===== src/lidc_params.svh =====
// Constants for the legacy port and debug exception checks.
// Assumes inclusion by bare name.
`ifndef LIDC_PARAMS_SVH
`define LIDC_PARAMS_SVH
`define LIDC_VA_W 64
`define LIDC_PORT_W 16
`define LIDC_PL_W 2
`define LIDC_NBRK 4
`define LIDC_PAGE_SHIFT 12
`define LIDC_PORT_HI_LSB 2
`define LIDC_PORT_LO_MSB 11
`define LIDC_LEGACY_HI_LSB 32
`define LIDC_VEC_BREAK 8'h03
`define LIDC_VEC_DEBUG 8'h01
`define LIDC_VEC_GP 8'h0D
`define LIDC_VEC_ALIGN 8'h11
`define LIDC_VEC_NONE 8'h00
`endif


===== src/lidc_pkg.sv =====
// Types for the legacy port and debug exception checks.
// Assumes no surroundings beyond the compiler.
package lidc_pkg;
    typedef enum logic [3:0] {
        LIDC_EXC_NONE = 4'b0000,
        LIDC_EXC_GP = 4'b0001,
        LIDC_EXC_HPT_MISS = 4'b0010,
        LIDC_EXC_DTLB_MISS = 4'b0011,
        LIDC_EXC_ALT_DTLB_MISS = 4'b0100,
        LIDC_EXC_PROT = 4'b0101,
        LIDC_EXC_ALIGN = 4'b0110,
        LIDC_EXC_IBRK = 4'b0111
    } lidc_exc_t;
    typedef enum logic [1:0] {
        LIDC_ST_IDLE = 2'b00,
        LIDC_ST_ISSUE = 2'b01,
        LIDC_ST_WAIT = 2'b10
    } lidc_state_t;
endpackage : lidc_pkg


===== src/lidc_checks.sv =====
// Exception checks for legacy port instructions and the legacy debug model.
// Assumes one request pulse per instruction and a fabric that answers with accept.
// Notes on behaviour
// - Grant port access when privilege within limit.
// - Else consult bitmap; any denied bit faults.
// - Bitmap disabled: no segment read, fault.
// - Port address built relative to space base.
// - Base or port high bits shifted, low bits.
// - Translation on: missing mapping raises miss fault.
// - Translation on: check rights, keys, status bits.
// - Translation off or unimplemented address faults.
// - Data breakpoints trap; alignment fault when enabled.
// - Split accesses crossing a four-port boundary.
// - Port instructions ordered; wait for acceptance.
// - Plain loads and stores skip port checks, waits.
// - Single step traps after each legacy instruction.
// - Breakpoint interrupt instruction always traps.
// - Instruction breakpoint fault needs enable, no suppress.
// - Suppress bits cleared by successful execution.
// - Data breakpoints trap, report first four matches.
// - Taken branch traps, pointer at target.
// - Lower-privilege transfer trap never raised.
// - Any masked accessed byte matches; upper bits zero.
// - Data mask bits above 31 compared.
// - Match needs enable, privilege, debug, no fault.
// - Instruction match: first byte, low mask, conditions.
`include "lidc_params.svh"
`timescale 1ns/1ps
`default_nettype none
module lidc_checks (
    // Clock and reset.
    input wire logic mclk,
    input wire logic sys_rst,
    // Processor state.
    input wire logic [`LIDC_PL_W-1:0] current_privilege_level,
    input wire logic [`LIDC_PL_W-1:0] io_privilege_level,
    input wire logic io_bitmap_enable,
    input wire logic [`LIDC_VA_W-1:0] io_space_base,
    input wire logic data_translation_enable,
    input wire logic alignment_check_enable,
    input wire logic single_step_enable,
    input wire logic legacy_trap_flag,
    input wire logic debug_enable,
    input wire logic taken_branch_trap_enable,
    // Breakpoint registers, flattened by index.
    input wire logic [`LIDC_NBRK*`LIDC_VA_W-1:0] data_bp_addr,
    input wire logic [`LIDC_NBRK*`LIDC_VA_W-1:0] data_bp_mask,
    input wire logic [`LIDC_NBRK-1:0] data_bp_rd_en,
    input wire logic [`LIDC_NBRK-1:0] data_bp_wr_en,
    input wire logic [`LIDC_NBRK*`LIDC_PL_W-1:0] data_bp_plv,
    input wire logic [`LIDC_NBRK*`LIDC_VA_W-1:0] instr_bp_addr,
    input wire logic [`LIDC_NBRK*`LIDC_VA_W-1:0] instr_bp_mask,
    input wire logic [`LIDC_NBRK-1:0] instr_bp_x_en,
    input wire logic [`LIDC_NBRK*`LIDC_PL_W-1:0] instr_bp_plv,
    // Legacy instruction fetch and retirement.
    input wire logic fetch_valid,
    input wire logic [`LIDC_VA_W-1:0] fetch_addr,
    input wire logic retire_legacy,
    input wire logic retire_native,
    input wire logic retire_break3,
    input wire logic retire_taken_branch,
    input wire logic [`LIDC_VA_W-1:0] next_ip,
    input wire logic [`LIDC_VA_W-1:0] branch_target,
    input wire logic set_instr_debug_suppress,
    input wire logic set_legacy_resume_flag,
    // Port or memory access request.
    input wire logic acc_req,
    input wire logic acc_is_port,
    input wire logic acc_write,
    input wire logic [`LIDC_PORT_W-1:0] acc_port,
    input wire logic [`LIDC_VA_W-1:0] acc_vaddr,
    input wire logic [2:0] acc_len,
    // Bitmap read answer from the task_state_segment.
    input wire logic bitmap_deny,
    // Translation answer.
    input wire logic tlb_hit,
    input wire logic hpt_walk_en,
    input wire logic addr_implemented,
    input wire logic tlb_prot_ok,
    // Fabric answer.
    input wire logic fabric_accept,
    // Bitmap lookup request.
    output logic bitmap_rd,
    // Transaction to the fabric.
    output logic fab_valid,
    output logic [`LIDC_VA_W-1:0] fab_addr,
    output logic [2:0] fab_len,
    output logic fab_write,
    output logic acc_busy,
    // Exception report.
    output logic exc_valid,
    output lidc_pkg::lidc_exc_t exc_kind,
    output logic [7:0] exc_vector,
    output logic [`LIDC_NBRK-1:0] exc_trap_bits,
    output logic [`LIDC_VA_W-1:0] interruption_instr_pointer,
    output logic lower_priv_trap,
    output logic instr_debug_suppress,
    output logic legacy_resume_flag
);
    logic [`LIDC_VA_W-1:0] port_va;
    logic priv_ok, idle, ibrk;
    logic [`LIDC_PORT_W-1:0] nport;
    logic [`LIDC_NBRK-1:0] d_hit, i_hit, d_fire, i_fire;
    logic misaligned, crosses;
    lidc_pkg::lidc_exc_t pre_exc;
    logic [2:0] first_len;
    lidc_pkg::lidc_state_t st_q, st_d;
    logic [`LIDC_VA_W-1:0] rem_addr_q, rem_addr_d, fab_addr_q, fab_addr_d;
    logic [2:0] rem_len_q, rem_len_d, fab_len_q, fab_len_d;
    logic fab_write_q, fab_write_d;
    logic id_q, id_d, rf_q, rf_d;
    logic exc_valid_q, exc_valid_d;
    lidc_pkg::lidc_exc_t exc_kind_q, exc_kind_d;
    logic [7:0] exc_vec_q, exc_vec_d;
    logic [`LIDC_NBRK-1:0] trap_bits_q, trap_bits_d;
    logic [`LIDC_VA_W-1:0] iip_q, iip_d;

    // Port virtual address: base, port high bits per page, low bits as page offset.
    assign port_va = io_space_base
                   | ({{(`LIDC_VA_W-14){1'b0}}, acc_port[`LIDC_PORT_W-1:`LIDC_PORT_HI_LSB]} << `LIDC_PAGE_SHIFT)
                   | {{(`LIDC_VA_W-12){1'b0}}, acc_port[`LIDC_PORT_LO_MSB:0]};

    // Privilege test for port instructions.
    assign priv_ok = (current_privilege_level <= io_privilege_level);

    // Idle sequencer; a fetch that takes an instruction breakpoint.
    assign idle = (st_q == lidc_pkg::LIDC_ST_IDLE);
    assign ibrk = fetch_valid && (|i_fire);

    // Bitmap is read only when privilege fails and the bitmap is enabled.
    assign bitmap_rd = acc_req && acc_is_port && !priv_ok && io_bitmap_enable && idle;

    // Alignment and four-port crossing.
    assign crosses = ({1'b0, acc_port[1:0]} + acc_len) > 3'd4;
    assign misaligned = (acc_len == 3'd2 && acc_port[0]) || (acc_len == 3'd4 && acc_port[1:0] != 2'b00);
    assign first_len = crosses ? 3'(3'd4 - {1'b0, acc_port[1:0]}) : acc_len;
    assign nport = acc_port + 16'(first_len);

    // Breakpoint comparators, one per register.
    genvar gi;
    generate
        for (gi = 0; gi < `LIDC_NBRK; gi = gi + 1) begin : g_bp
            lidc_brk_match u_dbm (
                .bp_addr(data_bp_addr[gi*`LIDC_VA_W +: `LIDC_VA_W]),
                .bp_mask(data_bp_mask[gi*`LIDC_VA_W +: `LIDC_VA_W]),
                .acc_addr(acc_is_port ? port_va : acc_vaddr),
                .acc_len(acc_len),
                .is_instr(1'b0),
                .hit(d_hit[gi])
            );
            lidc_brk_match u_ibm (
                .bp_addr(instr_bp_addr[gi*`LIDC_VA_W +: `LIDC_VA_W]),
                .bp_mask(instr_bp_mask[gi*`LIDC_VA_W +: `LIDC_VA_W]),
                .acc_addr(fetch_addr),
                .acc_len(3'd1),
                .is_instr(1'b1),
                .hit(i_hit[gi])
            );
            assign d_fire[gi] = d_hit[gi] && debug_enable
                && (acc_write ? data_bp_wr_en[gi] : data_bp_rd_en[gi])
                && (data_bp_plv[gi*`LIDC_PL_W +: `LIDC_PL_W] == current_privilege_level)
                && (pre_exc == lidc_pkg::LIDC_EXC_NONE);
            assign i_fire[gi] = i_hit[gi] && instr_bp_x_en[gi] && debug_enable && !id_q && !rf_q
                && (instr_bp_plv[gi*`LIDC_PL_W +: `LIDC_PL_W] == current_privilege_level);
        end
    endgenerate

    // Fault priority for an access: permission, translation, protection, alignment.
    always_comb begin
        pre_exc = lidc_pkg::LIDC_EXC_NONE;
        if (acc_is_port && !priv_ok && (!io_bitmap_enable || bitmap_deny)) begin
            pre_exc = lidc_pkg::LIDC_EXC_GP;
        end else if (acc_is_port && (!data_translation_enable || !addr_implemented)) begin
            pre_exc = lidc_pkg::LIDC_EXC_GP;
        end else if (data_translation_enable && !tlb_hit) begin
            pre_exc = hpt_walk_en ? lidc_pkg::LIDC_EXC_HPT_MISS :
                      (acc_is_port ? lidc_pkg::LIDC_EXC_DTLB_MISS : lidc_pkg::LIDC_EXC_ALT_DTLB_MISS);
        end else if (data_translation_enable && !tlb_prot_ok) begin
            pre_exc = lidc_pkg::LIDC_EXC_PROT;
        end else if (alignment_check_enable && misaligned) begin
            pre_exc = lidc_pkg::LIDC_EXC_ALIGN;
        end
    end

    // Port sequencer and exception report, next values.
    always_comb begin
        st_d = st_q;
        rem_addr_d = rem_addr_q;
        rem_len_d = rem_len_q;
        fab_addr_d = fab_addr_q;
        fab_len_d = fab_len_q;
        fab_write_d = fab_write_q;
        exc_valid_d = 1'b0;
        exc_kind_d = exc_kind_q;
        exc_vec_d = exc_vec_q;
        trap_bits_d = trap_bits_q;
        iip_d = iip_q;
        id_d = id_q;
        rf_d = rf_q;
        // Suppress bits: set by software, cleared by successful execution.
        if (retire_legacy) begin
            id_d = 1'b0;
            rf_d = 1'b0;
        end else if (retire_native) begin
            id_d = 1'b0;
        end
        if (set_instr_debug_suppress) begin
            id_d = 1'b1;
        end
        if (set_legacy_resume_flag) begin
            rf_d = 1'b1;
        end
        unique case (st_q)
            lidc_pkg::LIDC_ST_IDLE: begin
                if (ibrk) begin
                    exc_valid_d = 1'b1;
                    exc_kind_d = lidc_pkg::LIDC_EXC_IBRK;
                    exc_vec_d = `LIDC_VEC_DEBUG;
                    trap_bits_d = '0;
                    iip_d = fetch_addr;
                end else if (acc_req && pre_exc != lidc_pkg::LIDC_EXC_NONE) begin
                    exc_valid_d = 1'b1;
                    exc_kind_d = pre_exc;
                    exc_vec_d = (pre_exc == lidc_pkg::LIDC_EXC_GP) ? `LIDC_VEC_GP :
                                (pre_exc == lidc_pkg::LIDC_EXC_ALIGN) ? `LIDC_VEC_ALIGN : `LIDC_VEC_NONE;
                    trap_bits_d = '0;
                end else if (acc_req) begin
                    trap_bits_d = trap_bits_q | d_fire;
                    fab_write_d = acc_write;
                    if (acc_is_port) begin
                        fab_addr_d = port_va;
                        fab_len_d = first_len;
                        rem_addr_d = io_space_base | (`LIDC_VA_W'(nport[`LIDC_PORT_W-1:`LIDC_PORT_HI_LSB]) << `LIDC_PAGE_SHIFT)
                                     | `LIDC_VA_W'(nport[`LIDC_PORT_LO_MSB:0]);
                        rem_len_d = 3'(acc_len - first_len);
                        st_d = lidc_pkg::LIDC_ST_WAIT;
                    end else begin
                        fab_addr_d = acc_vaddr;
                        fab_len_d = acc_len;
                        st_d = lidc_pkg::LIDC_ST_ISSUE;
                    end
                end else if (retire_legacy) begin
                    if (retire_break3) begin
                        exc_valid_d = 1'b1;
                        exc_vec_d = `LIDC_VEC_BREAK;
                        iip_d = next_ip;
                    end else if (taken_branch_trap_enable && retire_taken_branch) begin
                        exc_valid_d = 1'b1;
                        exc_vec_d = `LIDC_VEC_DEBUG;
                        iip_d = branch_target;
                    end else if (single_step_enable || legacy_trap_flag || (|trap_bits_q)) begin
                        exc_valid_d = 1'b1;
                        exc_vec_d = `LIDC_VEC_DEBUG;
                        iip_d = next_ip;
                    end
                    exc_kind_d = lidc_pkg::LIDC_EXC_NONE;
                    if (!exc_valid_d) begin
                        trap_bits_d = '0;
                    end
                end else if (exc_valid_q) begin
                    trap_bits_d = '0;
                end
            end
            lidc_pkg::LIDC_ST_ISSUE: begin
                st_d = lidc_pkg::LIDC_ST_IDLE;
            end
            lidc_pkg::LIDC_ST_WAIT: begin
                if (fabric_accept) begin
                    if (rem_len_q != 3'd0) begin
                        fab_addr_d = rem_addr_q;
                        fab_len_d = rem_len_q;
                        rem_len_d = 3'd0;
                    end else begin
                        st_d = lidc_pkg::LIDC_ST_IDLE;
                    end
                end
            end
            default: begin
                st_d = lidc_pkg::LIDC_ST_IDLE;
            end
        endcase
    end

    // Registers for the sequencer and report.
    always_ff @(posedge mclk or posedge sys_rst) begin
        if (sys_rst) begin
            st_q <= lidc_pkg::LIDC_ST_IDLE;
            {rem_addr_q, rem_len_q, fab_addr_q, fab_len_q, fab_write_q, exc_valid_q, trap_bits_q, iip_q, id_q,
             rf_q} <= '0;
            exc_kind_q <= lidc_pkg::LIDC_EXC_NONE;
            exc_vec_q <= `LIDC_VEC_NONE;
        end else begin
            st_q <= st_d;
            {rem_addr_q, rem_len_q, fab_addr_q, fab_len_q, fab_write_q, exc_valid_q, trap_bits_q, iip_q, id_q,
             rf_q} <= {rem_addr_d, rem_len_d, fab_addr_d, fab_len_d, fab_write_d, exc_valid_d, trap_bits_d, iip_d,
             id_d, rf_d};
            exc_kind_q <= exc_kind_d;
            exc_vec_q <= exc_vec_d;
        end
    end

    // Outputs.
    assign fab_valid = !idle;
    assign fab_addr = fab_addr_q;
    assign fab_len = fab_len_q;
    assign fab_write = fab_write_q;
    assign acc_busy = (st_q == lidc_pkg::LIDC_ST_WAIT);
    assign exc_valid = exc_valid_q;
    assign exc_kind = exc_kind_q;
    assign exc_vector = exc_vec_q;
    assign exc_trap_bits = trap_bits_q;
    assign interruption_instr_pointer = iip_q;
    assign lower_priv_trap = 1'b0;
    assign instr_debug_suppress = id_q;
    assign legacy_resume_flag = rf_q;

    // A port instruction holds the sequencer until the fabric accepts.
    wait_accept_a: assert property (@(posedge mclk) disable iff (sys_rst)
        (st_q == lidc_pkg::LIDC_ST_WAIT && !fabric_accept) |=> st_q == lidc_pkg::LIDC_ST_WAIT)
        else $error("port wait left early");
    gp_priv_a: assert property (@(posedge mclk) disable iff (sys_rst)
        (idle && acc_req && acc_is_port && !priv_ok && !io_bitmap_enable
         && !ibrk) |=> exc_valid && exc_kind == lidc_pkg::LIDC_EXC_GP)
        else $error("no fault on privilege failure");
    no_bitmap_a: assert property (@(posedge mclk) disable iff (sys_rst)
        (!io_bitmap_enable || priv_ok) |-> !bitmap_rd)
        else $error("bitmap read not allowed");
    plain_ls_a: assert property (@(posedge mclk) disable iff (sys_rst)
        (idle && acc_req && !acc_is_port && pre_exc == lidc_pkg::LIDC_EXC_NONE
         && !ibrk) |=> st_q == lidc_pkg::LIDC_ST_ISSUE ##1 idle)
        else $error("plain access waited");
    split_len_a: assert property (@(posedge mclk) disable iff (sys_rst)
        fab_valid |-> (fab_len != 3'd0 && fab_len <= 3'd4))
        else $error("bad transaction length");
    step_trap_a: assert property (@(posedge mclk) disable iff (sys_rst)
        (idle && retire_legacy && single_step_enable && !acc_req
         && !ibrk && !retire_break3 && !(taken_branch_trap_enable && retire_taken_branch))
        |=> exc_valid && interruption_instr_pointer == $past(next_ip))
        else $error("no step trap");
    ibrk_supp_a: assert property (@(posedge mclk) disable iff (sys_rst)
        (id_q || rf_q || !debug_enable) |=> !(exc_valid && exc_kind == lidc_pkg::LIDC_EXC_IBRK))
        else $error("fault while suppressed");
    supp_clear_a: assert property (@(posedge mclk) disable iff (sys_rst)
        (retire_legacy && !set_instr_debug_suppress && !set_legacy_resume_flag) |=> (!id_q && !rf_q))
        else $error("suppress not cleared");
    branch_trap_a: assert property (@(posedge mclk) disable iff (sys_rst)
        (idle && retire_legacy && taken_branch_trap_enable && retire_taken_branch
         && !retire_break3 && !acc_req && !ibrk)
        |=> exc_valid && interruption_instr_pointer == $past(branch_target))
        else $error("bad branch trap");
endmodule : lidc_checks
`default_nettype wire


===== src/lidc_brk_match.sv =====
// One breakpoint comparator for legacy data or instruction addresses.
// Assumes a caller in the core clock domain.
`include "lidc_params.svh"
`timescale 1ns/1ps
`default_nettype none
module lidc_brk_match (
    // Breakpoint register contents.
    input wire logic [`LIDC_VA_W-1:0] bp_addr,
    input wire logic [`LIDC_VA_W-1:0] bp_mask,
    // Access under test.
    input wire logic [`LIDC_VA_W-1:0] acc_addr,
    input wire logic [2:0] acc_len,
    input wire logic is_instr,
    // Result.
    output logic hit
);
    logic [`LIDC_VA_W-1:0] mask_eff;
    logic [3:0] byte_hit;
    // Instruction matching drops mask bits above 31; data matching keeps them.
    assign mask_eff = is_instr ? {{(`LIDC_VA_W-`LIDC_LEGACY_HI_LSB){1'b0}},
                                  bp_mask[`LIDC_LEGACY_HI_LSB-1:0]} : bp_mask;
    // Each byte inside the access length is compared under the mask.
    genvar gi;
    generate
        for (gi = 0; gi < 4; gi = gi + 1) begin : g_byte
            logic [`LIDC_VA_W-1:0] a;
            assign a = acc_addr + `LIDC_VA_W'(gi);
            assign byte_hit[gi] = ({29'd0, acc_len} > 32'(gi)) &&
                                  ((a & mask_eff) == (bp_addr & mask_eff));
        end
    endgenerate
    // Upper address bits must be zero for a legacy hit; instructions test only the first byte.
    assign hit = (bp_addr[`LIDC_VA_W-1:`LIDC_LEGACY_HI_LSB] == '0) &&
                 (is_instr ? byte_hit[0] : (|byte_hit));
endmodule : lidc_brk_match
`default_nettype wire


===== config.mk =====
export PLATFORM = sky130hd
export DESIGN_NAME = lidc_checks
export DESIGN_NICKNAME = d
export VERILOG_FILES = /design/src/lidc_pkg.sv /design/src/lidc_checks.sv /design/src/lidc_brk_match.sv
export VERILOG_INCLUDE_DIRS = /design/src
export SDC_FILE = /design/constraint.sdc
export NUM_CORES = 2
export LEC_CHECK = 0
export ABC_AREA = 0
export BUFFER_PORTS_ARGS = -buffer_cell sky130_fd_sc_hd__clkbuf_2
export CAP_MARGIN = 30
export CORE_AREA = 2 2 614 616
export DETAILED_ROUTE_END_ITERATION = 8
export DIE_AREA = 0 0 616 618
export GPL_TIMING_DRIVEN = 0
export PLACE_DENSITY = 0.34
export SYNTH_ARGS = -nofsm -noshare
export SYNTH_HDL_FRONTEND = slang
export SYNTH_HIERARCHICAL = 1
export SYNTH_SLANG_ARGS = --single-unit

===== constraint.sdc =====
create_clock -name mclk -period 9.3 [get_ports mclk]
set_clock_uncertainty 0.05 [all_clocks]
set_input_delay 1.395 -clock mclk [delete_from_list [all_inputs] [get_ports mclk]]
set_output_delay 1.395 -clock mclk [all_outputs]
set_load 0.005 [all_outputs]

==> impl_summary.md <==
Status
The flow ran to the end, but the final reports show violations. The final reports fail on design-rule violations.

Final layout
The fill cell instance count of the final layout is between 40000 and 50000. The area growth from synthesis to layout is 30.6%. Summing all multi-input logic gate instances after layout gives 54600 µm². At the end of the flow, the number of nets in the layout was 11650.

The register cell area after layout is 5380 µm². The fraction of final layout cells with drive strength greater than 1 is between 20% and 30%.

Worst setup path
At the worst endpoint, the arrival time is slightly above 9 ns. In this run the critical register-to-register path is launched from st_q[1]. STA classifies the critical path endpoint as a flip-flop. In this run the worst path has a maximum fanout of 10.

The required time reported for the critical path endpoint is 9.79 ns. The worst setup slack for register-to-register paths is 5.99 ns. The number of cells on the worst reg-to-reg path is 9. The endpoint identified for the worst register-to-register timing path is rem_addr_q[15]. The worst setup path is launched from an input port. The critical path is of the in -> reg type.

Clock network
Once the clock tree was built, the resizer swapped 0 gates to a different size. The number of hold buffers added after CTS is 0. The TritonCTS buffer count is 34. The number of buffers on the longest clock path is 3. Clock tree synthesis found a total of 215 sinks. TritonCTS built the clock tree.

The CTS clock-pin slew for the worst setup and hold paths is roughly 0.060 ns. The clock insertion delay at the later pin of the skew report is ~0.64 ns. The clock tree root buffer cell is clkbuf_16.

The post-CTS setup repair buffer count is 0. The maximum level of the CTS H-tree is 2.

Drt
After detailed routing, the number of vias per cell comes to 5.48. The count of vias placed by the detailed router is 84331. The first TritonRoute pass finished after 9 iterations.

The number of DRC markers after the initial detailed-route iteration is 11122. The number of antenna-violating nets in the routed design is 0. The DRC violations left is 1. After detailed routing, the average wire length per cell comes to 42.3 µm. The final routed wirelength across all metal layers is 650000 µm.

Power
The worst-case IR drop observed on VDD is 0.106 mV. The total power divided by cell area is 114 nW/µm². In this run the static leakage power is 29.6 nW.

Timing
The sum of negative setup slack is 0 ns. The count of final hold-check violations is 0. The final max-slew violation count came to 0. The worst path in the final design needs a cycle of 8.62 ns, including I/O delays and setup.

In this run the tightest slew margin relative to its limit is between 10% and 20%. The worst-case setup margin in the final layout is 0.684 ns. The upper clock frequency limit is 116 MHz. The final critical-path share of the clock period is 92.7%.

Setup violations remaining at the end of the flow were counted as 0. The slew at the pin closest to its max-slew limit is 1.23 ns. Setup repair after global routing left no endpoint under its margin.

Place
The count of buffers from port buffering is roughly 1600. After legalization and detailed placement, the total HPWL measured 556000 µm. The setup slack at placement is between 0.2 and 0.25 ns. Routability-driven placement finished with a final weighted congestion of just over 1.

Worst hold path
The worst hold path begins at rem_addr_q[0]. In this run the worst hold path is classified as reg -> reg. The worst hold path stage count is 2. The worst hold path endpoint is rem_addr_q[0].

Floorplanning
Measured along the x axis, the die boundary spans slightly above 600 µm. The boundary pin count is approximately 1600. The die area is 381000 µm². Measured along the y axis, the die boundary spans 618 µm. The initial utilization of the core area, before any placement, comes to between 15 and 20%. The count of standard-cell rows is 225.

The placeable core region is 374000 µm².

Yosys
The synthesized design devotes to its leading area cell type 18.5% of total area. Yosys attributes the largest share of cell area to xnor2_1 (18%), dfrtp_1 (8.7%), xor2_1 (8.4%). Counting instances in the post-synthesis netlist gives the leading cell types as xnor2_1 (1306), nand2_1 (892), nand4_1 (614). The cell area that synthesis handed to floorplanning was a little over 60000 µm². The async set-or-reset flop fraction in the synthesized netlist is 100%.

The register bit total from synthesis is 215. The cell type with the largest total area after synthesis is xnor2_1. The Yosys step of the flow raised 6 warnings. For this run, the leading register cell type out of synthesis is dfrtp_1.

The number of library cell types mapped by synthesis is 87. The post-synthesis sequential area ratio is 8.69%. The mean instance size in the synthesized netlist is 7.42 µm². The cell with the most instances after synthesis is xnor2_1. After technology mapping, the gate count stands at 8338. Counting flops with a built-in enable in the synthesized netlist gives 0.

Global routing
The number of global-route vias before repair is 82000. The initial antenna violation count is between 200 and 250. The total congestion overflow is 0. The pin count of the biggest net entering global routing is 95. For this run, the total global-route usage over all layers was measured as around a third.

The wire length of the first global-routing pass is 828000 µm.

Run
The max-capacitance violation count is 0.
worst max-delay path: stages:
cell      delay, ns
clkbuf_2       0.11
clkbuf_1       0.30
clkbuf_1       0.50
nor2_1         0.22
a21oi_4        0.42
buf_12         0.23
clkbuf_1       0.73
inv_1          0.40
ha_1           0.37
nand3b_2       0.43
nor3_1         0.96
nand4_1        0.64
xnor2_1        0.32
a22oi_1        0.18
o21ai_0        0.10
or4_1          0.58
o41ai_1        0.41
a221o_1        0.47
a31oi_1        0.14
nor2_1         0.11
kinds of logic after synthesis:
| kind of cell | synth area share, % |
|---|---|
| adder cells (fa/ha/maj) | 0.906 |
| XOR/XNOR | 26.8 |
| multiplexers | 8.07 |
| other | 0.0121 |
| AO/OA/AOI/OAI | 15.4 |
| flip-flops | 8.69 |
| buffers and inverters | 3.93 |
| AND/OR/NAND/NOR | 36.1 |
metrics by stage:
step	power [W]	utilization, %	cell area [µm²]	cells	hold WS [ns]
floorplan	0.00443	-	62100	8401	0.396
global placement	0.00743	20.4	76200	14962	0.412
detailed placement	0.00752	21.2	79100	15138	0.419
CTS	0.00902	21.5	80300	15200	0.435
global route	0.00949	21.6	80700	15344	0.457
finish	0.00922	21.6	80800	15380	0.434
area by class of cell:
type | count | share of cell area (%)
inverter | 265 | 1.24
antenna | 173 | 0.536
multi-input combinational | 7639 | 67.6
buffer | 282 | 1.78
clock buffer | 44 | 1.15
tap | 4994 | 7.73
timing repair buffer | 1750 | 13.0
clock inverter | 18 | 0.282
sequential | 215 | 6.66
placed cells by master (no fill, tap or decap), types with 39 or more instances in the layout:
cell	Yosys	layout
a21oi_1	137	111
clkbuf_2	8	1563
xnor2_1	1306	1306
nor3_1	245	245
nand3_1	427	427
buf_4	7	40
a222oi_1	72	72
and2_1	51	51
nand2_1	892	892
and3_1	83	83
diode_2	0	173
nor4_2	32	41
nor4_1	262	253
a32oi_1	72	72
o21ai_0	155	155
inv_1	263	262
buf_2	103	138
o211ai_1	39	39
nand4_1	614	614
nand3b_1	41	41
dfrtp_1	215	215
or4_1	88	88
nor2b_1	202	202
mux2_4	98	98
mux2_2	225	225
buf_12	5	71
ha_1	40	40
a22oi_1	240	240
nand4_2	64	64
a221oi_1	112	112
and4_1	73	73
nor2_1	603	603
conb_1	2	65
mux2i_1	99	99
nor4_4	48	48
clkbuf_1	137	143
xor2_1	590	590
a21o_1	42	42
o2111ai_1	58	58
per-layer routing:
| metal | global-route usage, % | vias to the layer above | share of wire (%) |
|---|---|---|---|
| met5 | 0 | - | 0.083 |
| met4 | 31.1 | 80 | 11 |
| met3 | 6.41 | 1670 | 7.5 |
| met2 | 52.1 | 5438 | 45 |
| met1 | 36.1 | 42016 | 36 |
| li1 | - | 35127 | - |
worst max path at each step:
stage	start	endpoint	slack, ns	depth (start not counted)
after detailed placement	acc_is_port	exc_trap_bits[1]	0.21	20
after global placement	acc_is_port	exc_trap_bits[1]	-4.23	17
after CTS	acc_is_port	exc_trap_bits[1]	0.85	20
final	acc_is_port	exc_trap_bits[0]	0.68	20
after floorplan	sys_rst	exc_kind[0]	1.98	1
after global routing	acc_is_port	exc_trap_bits[0]	0.64	20
power by group:
part / total, W / internal (W) / switching [W] / leakage [nW]
clock: 0.00143 / 0.000802 / 0.000628 / 0.561
sequential: 0.00168 / 0.00137 / 0.000314 / 2.53
combinational: 0.00610 / 0.00211 / 0.00399 / 26.5
sequential cells by signal, indices dropped and copies added, names as in the netlist, 2 cells and up:
name and cells:
interruption_instr_pointer 64, exc_trap_bits 4, fab_addr 64, st_q 2
exc_vector 4, rem_addr_q 64, exc_kind 3, rem_len_q 3
fab_len 3
(Power assumes the default switching activity.)
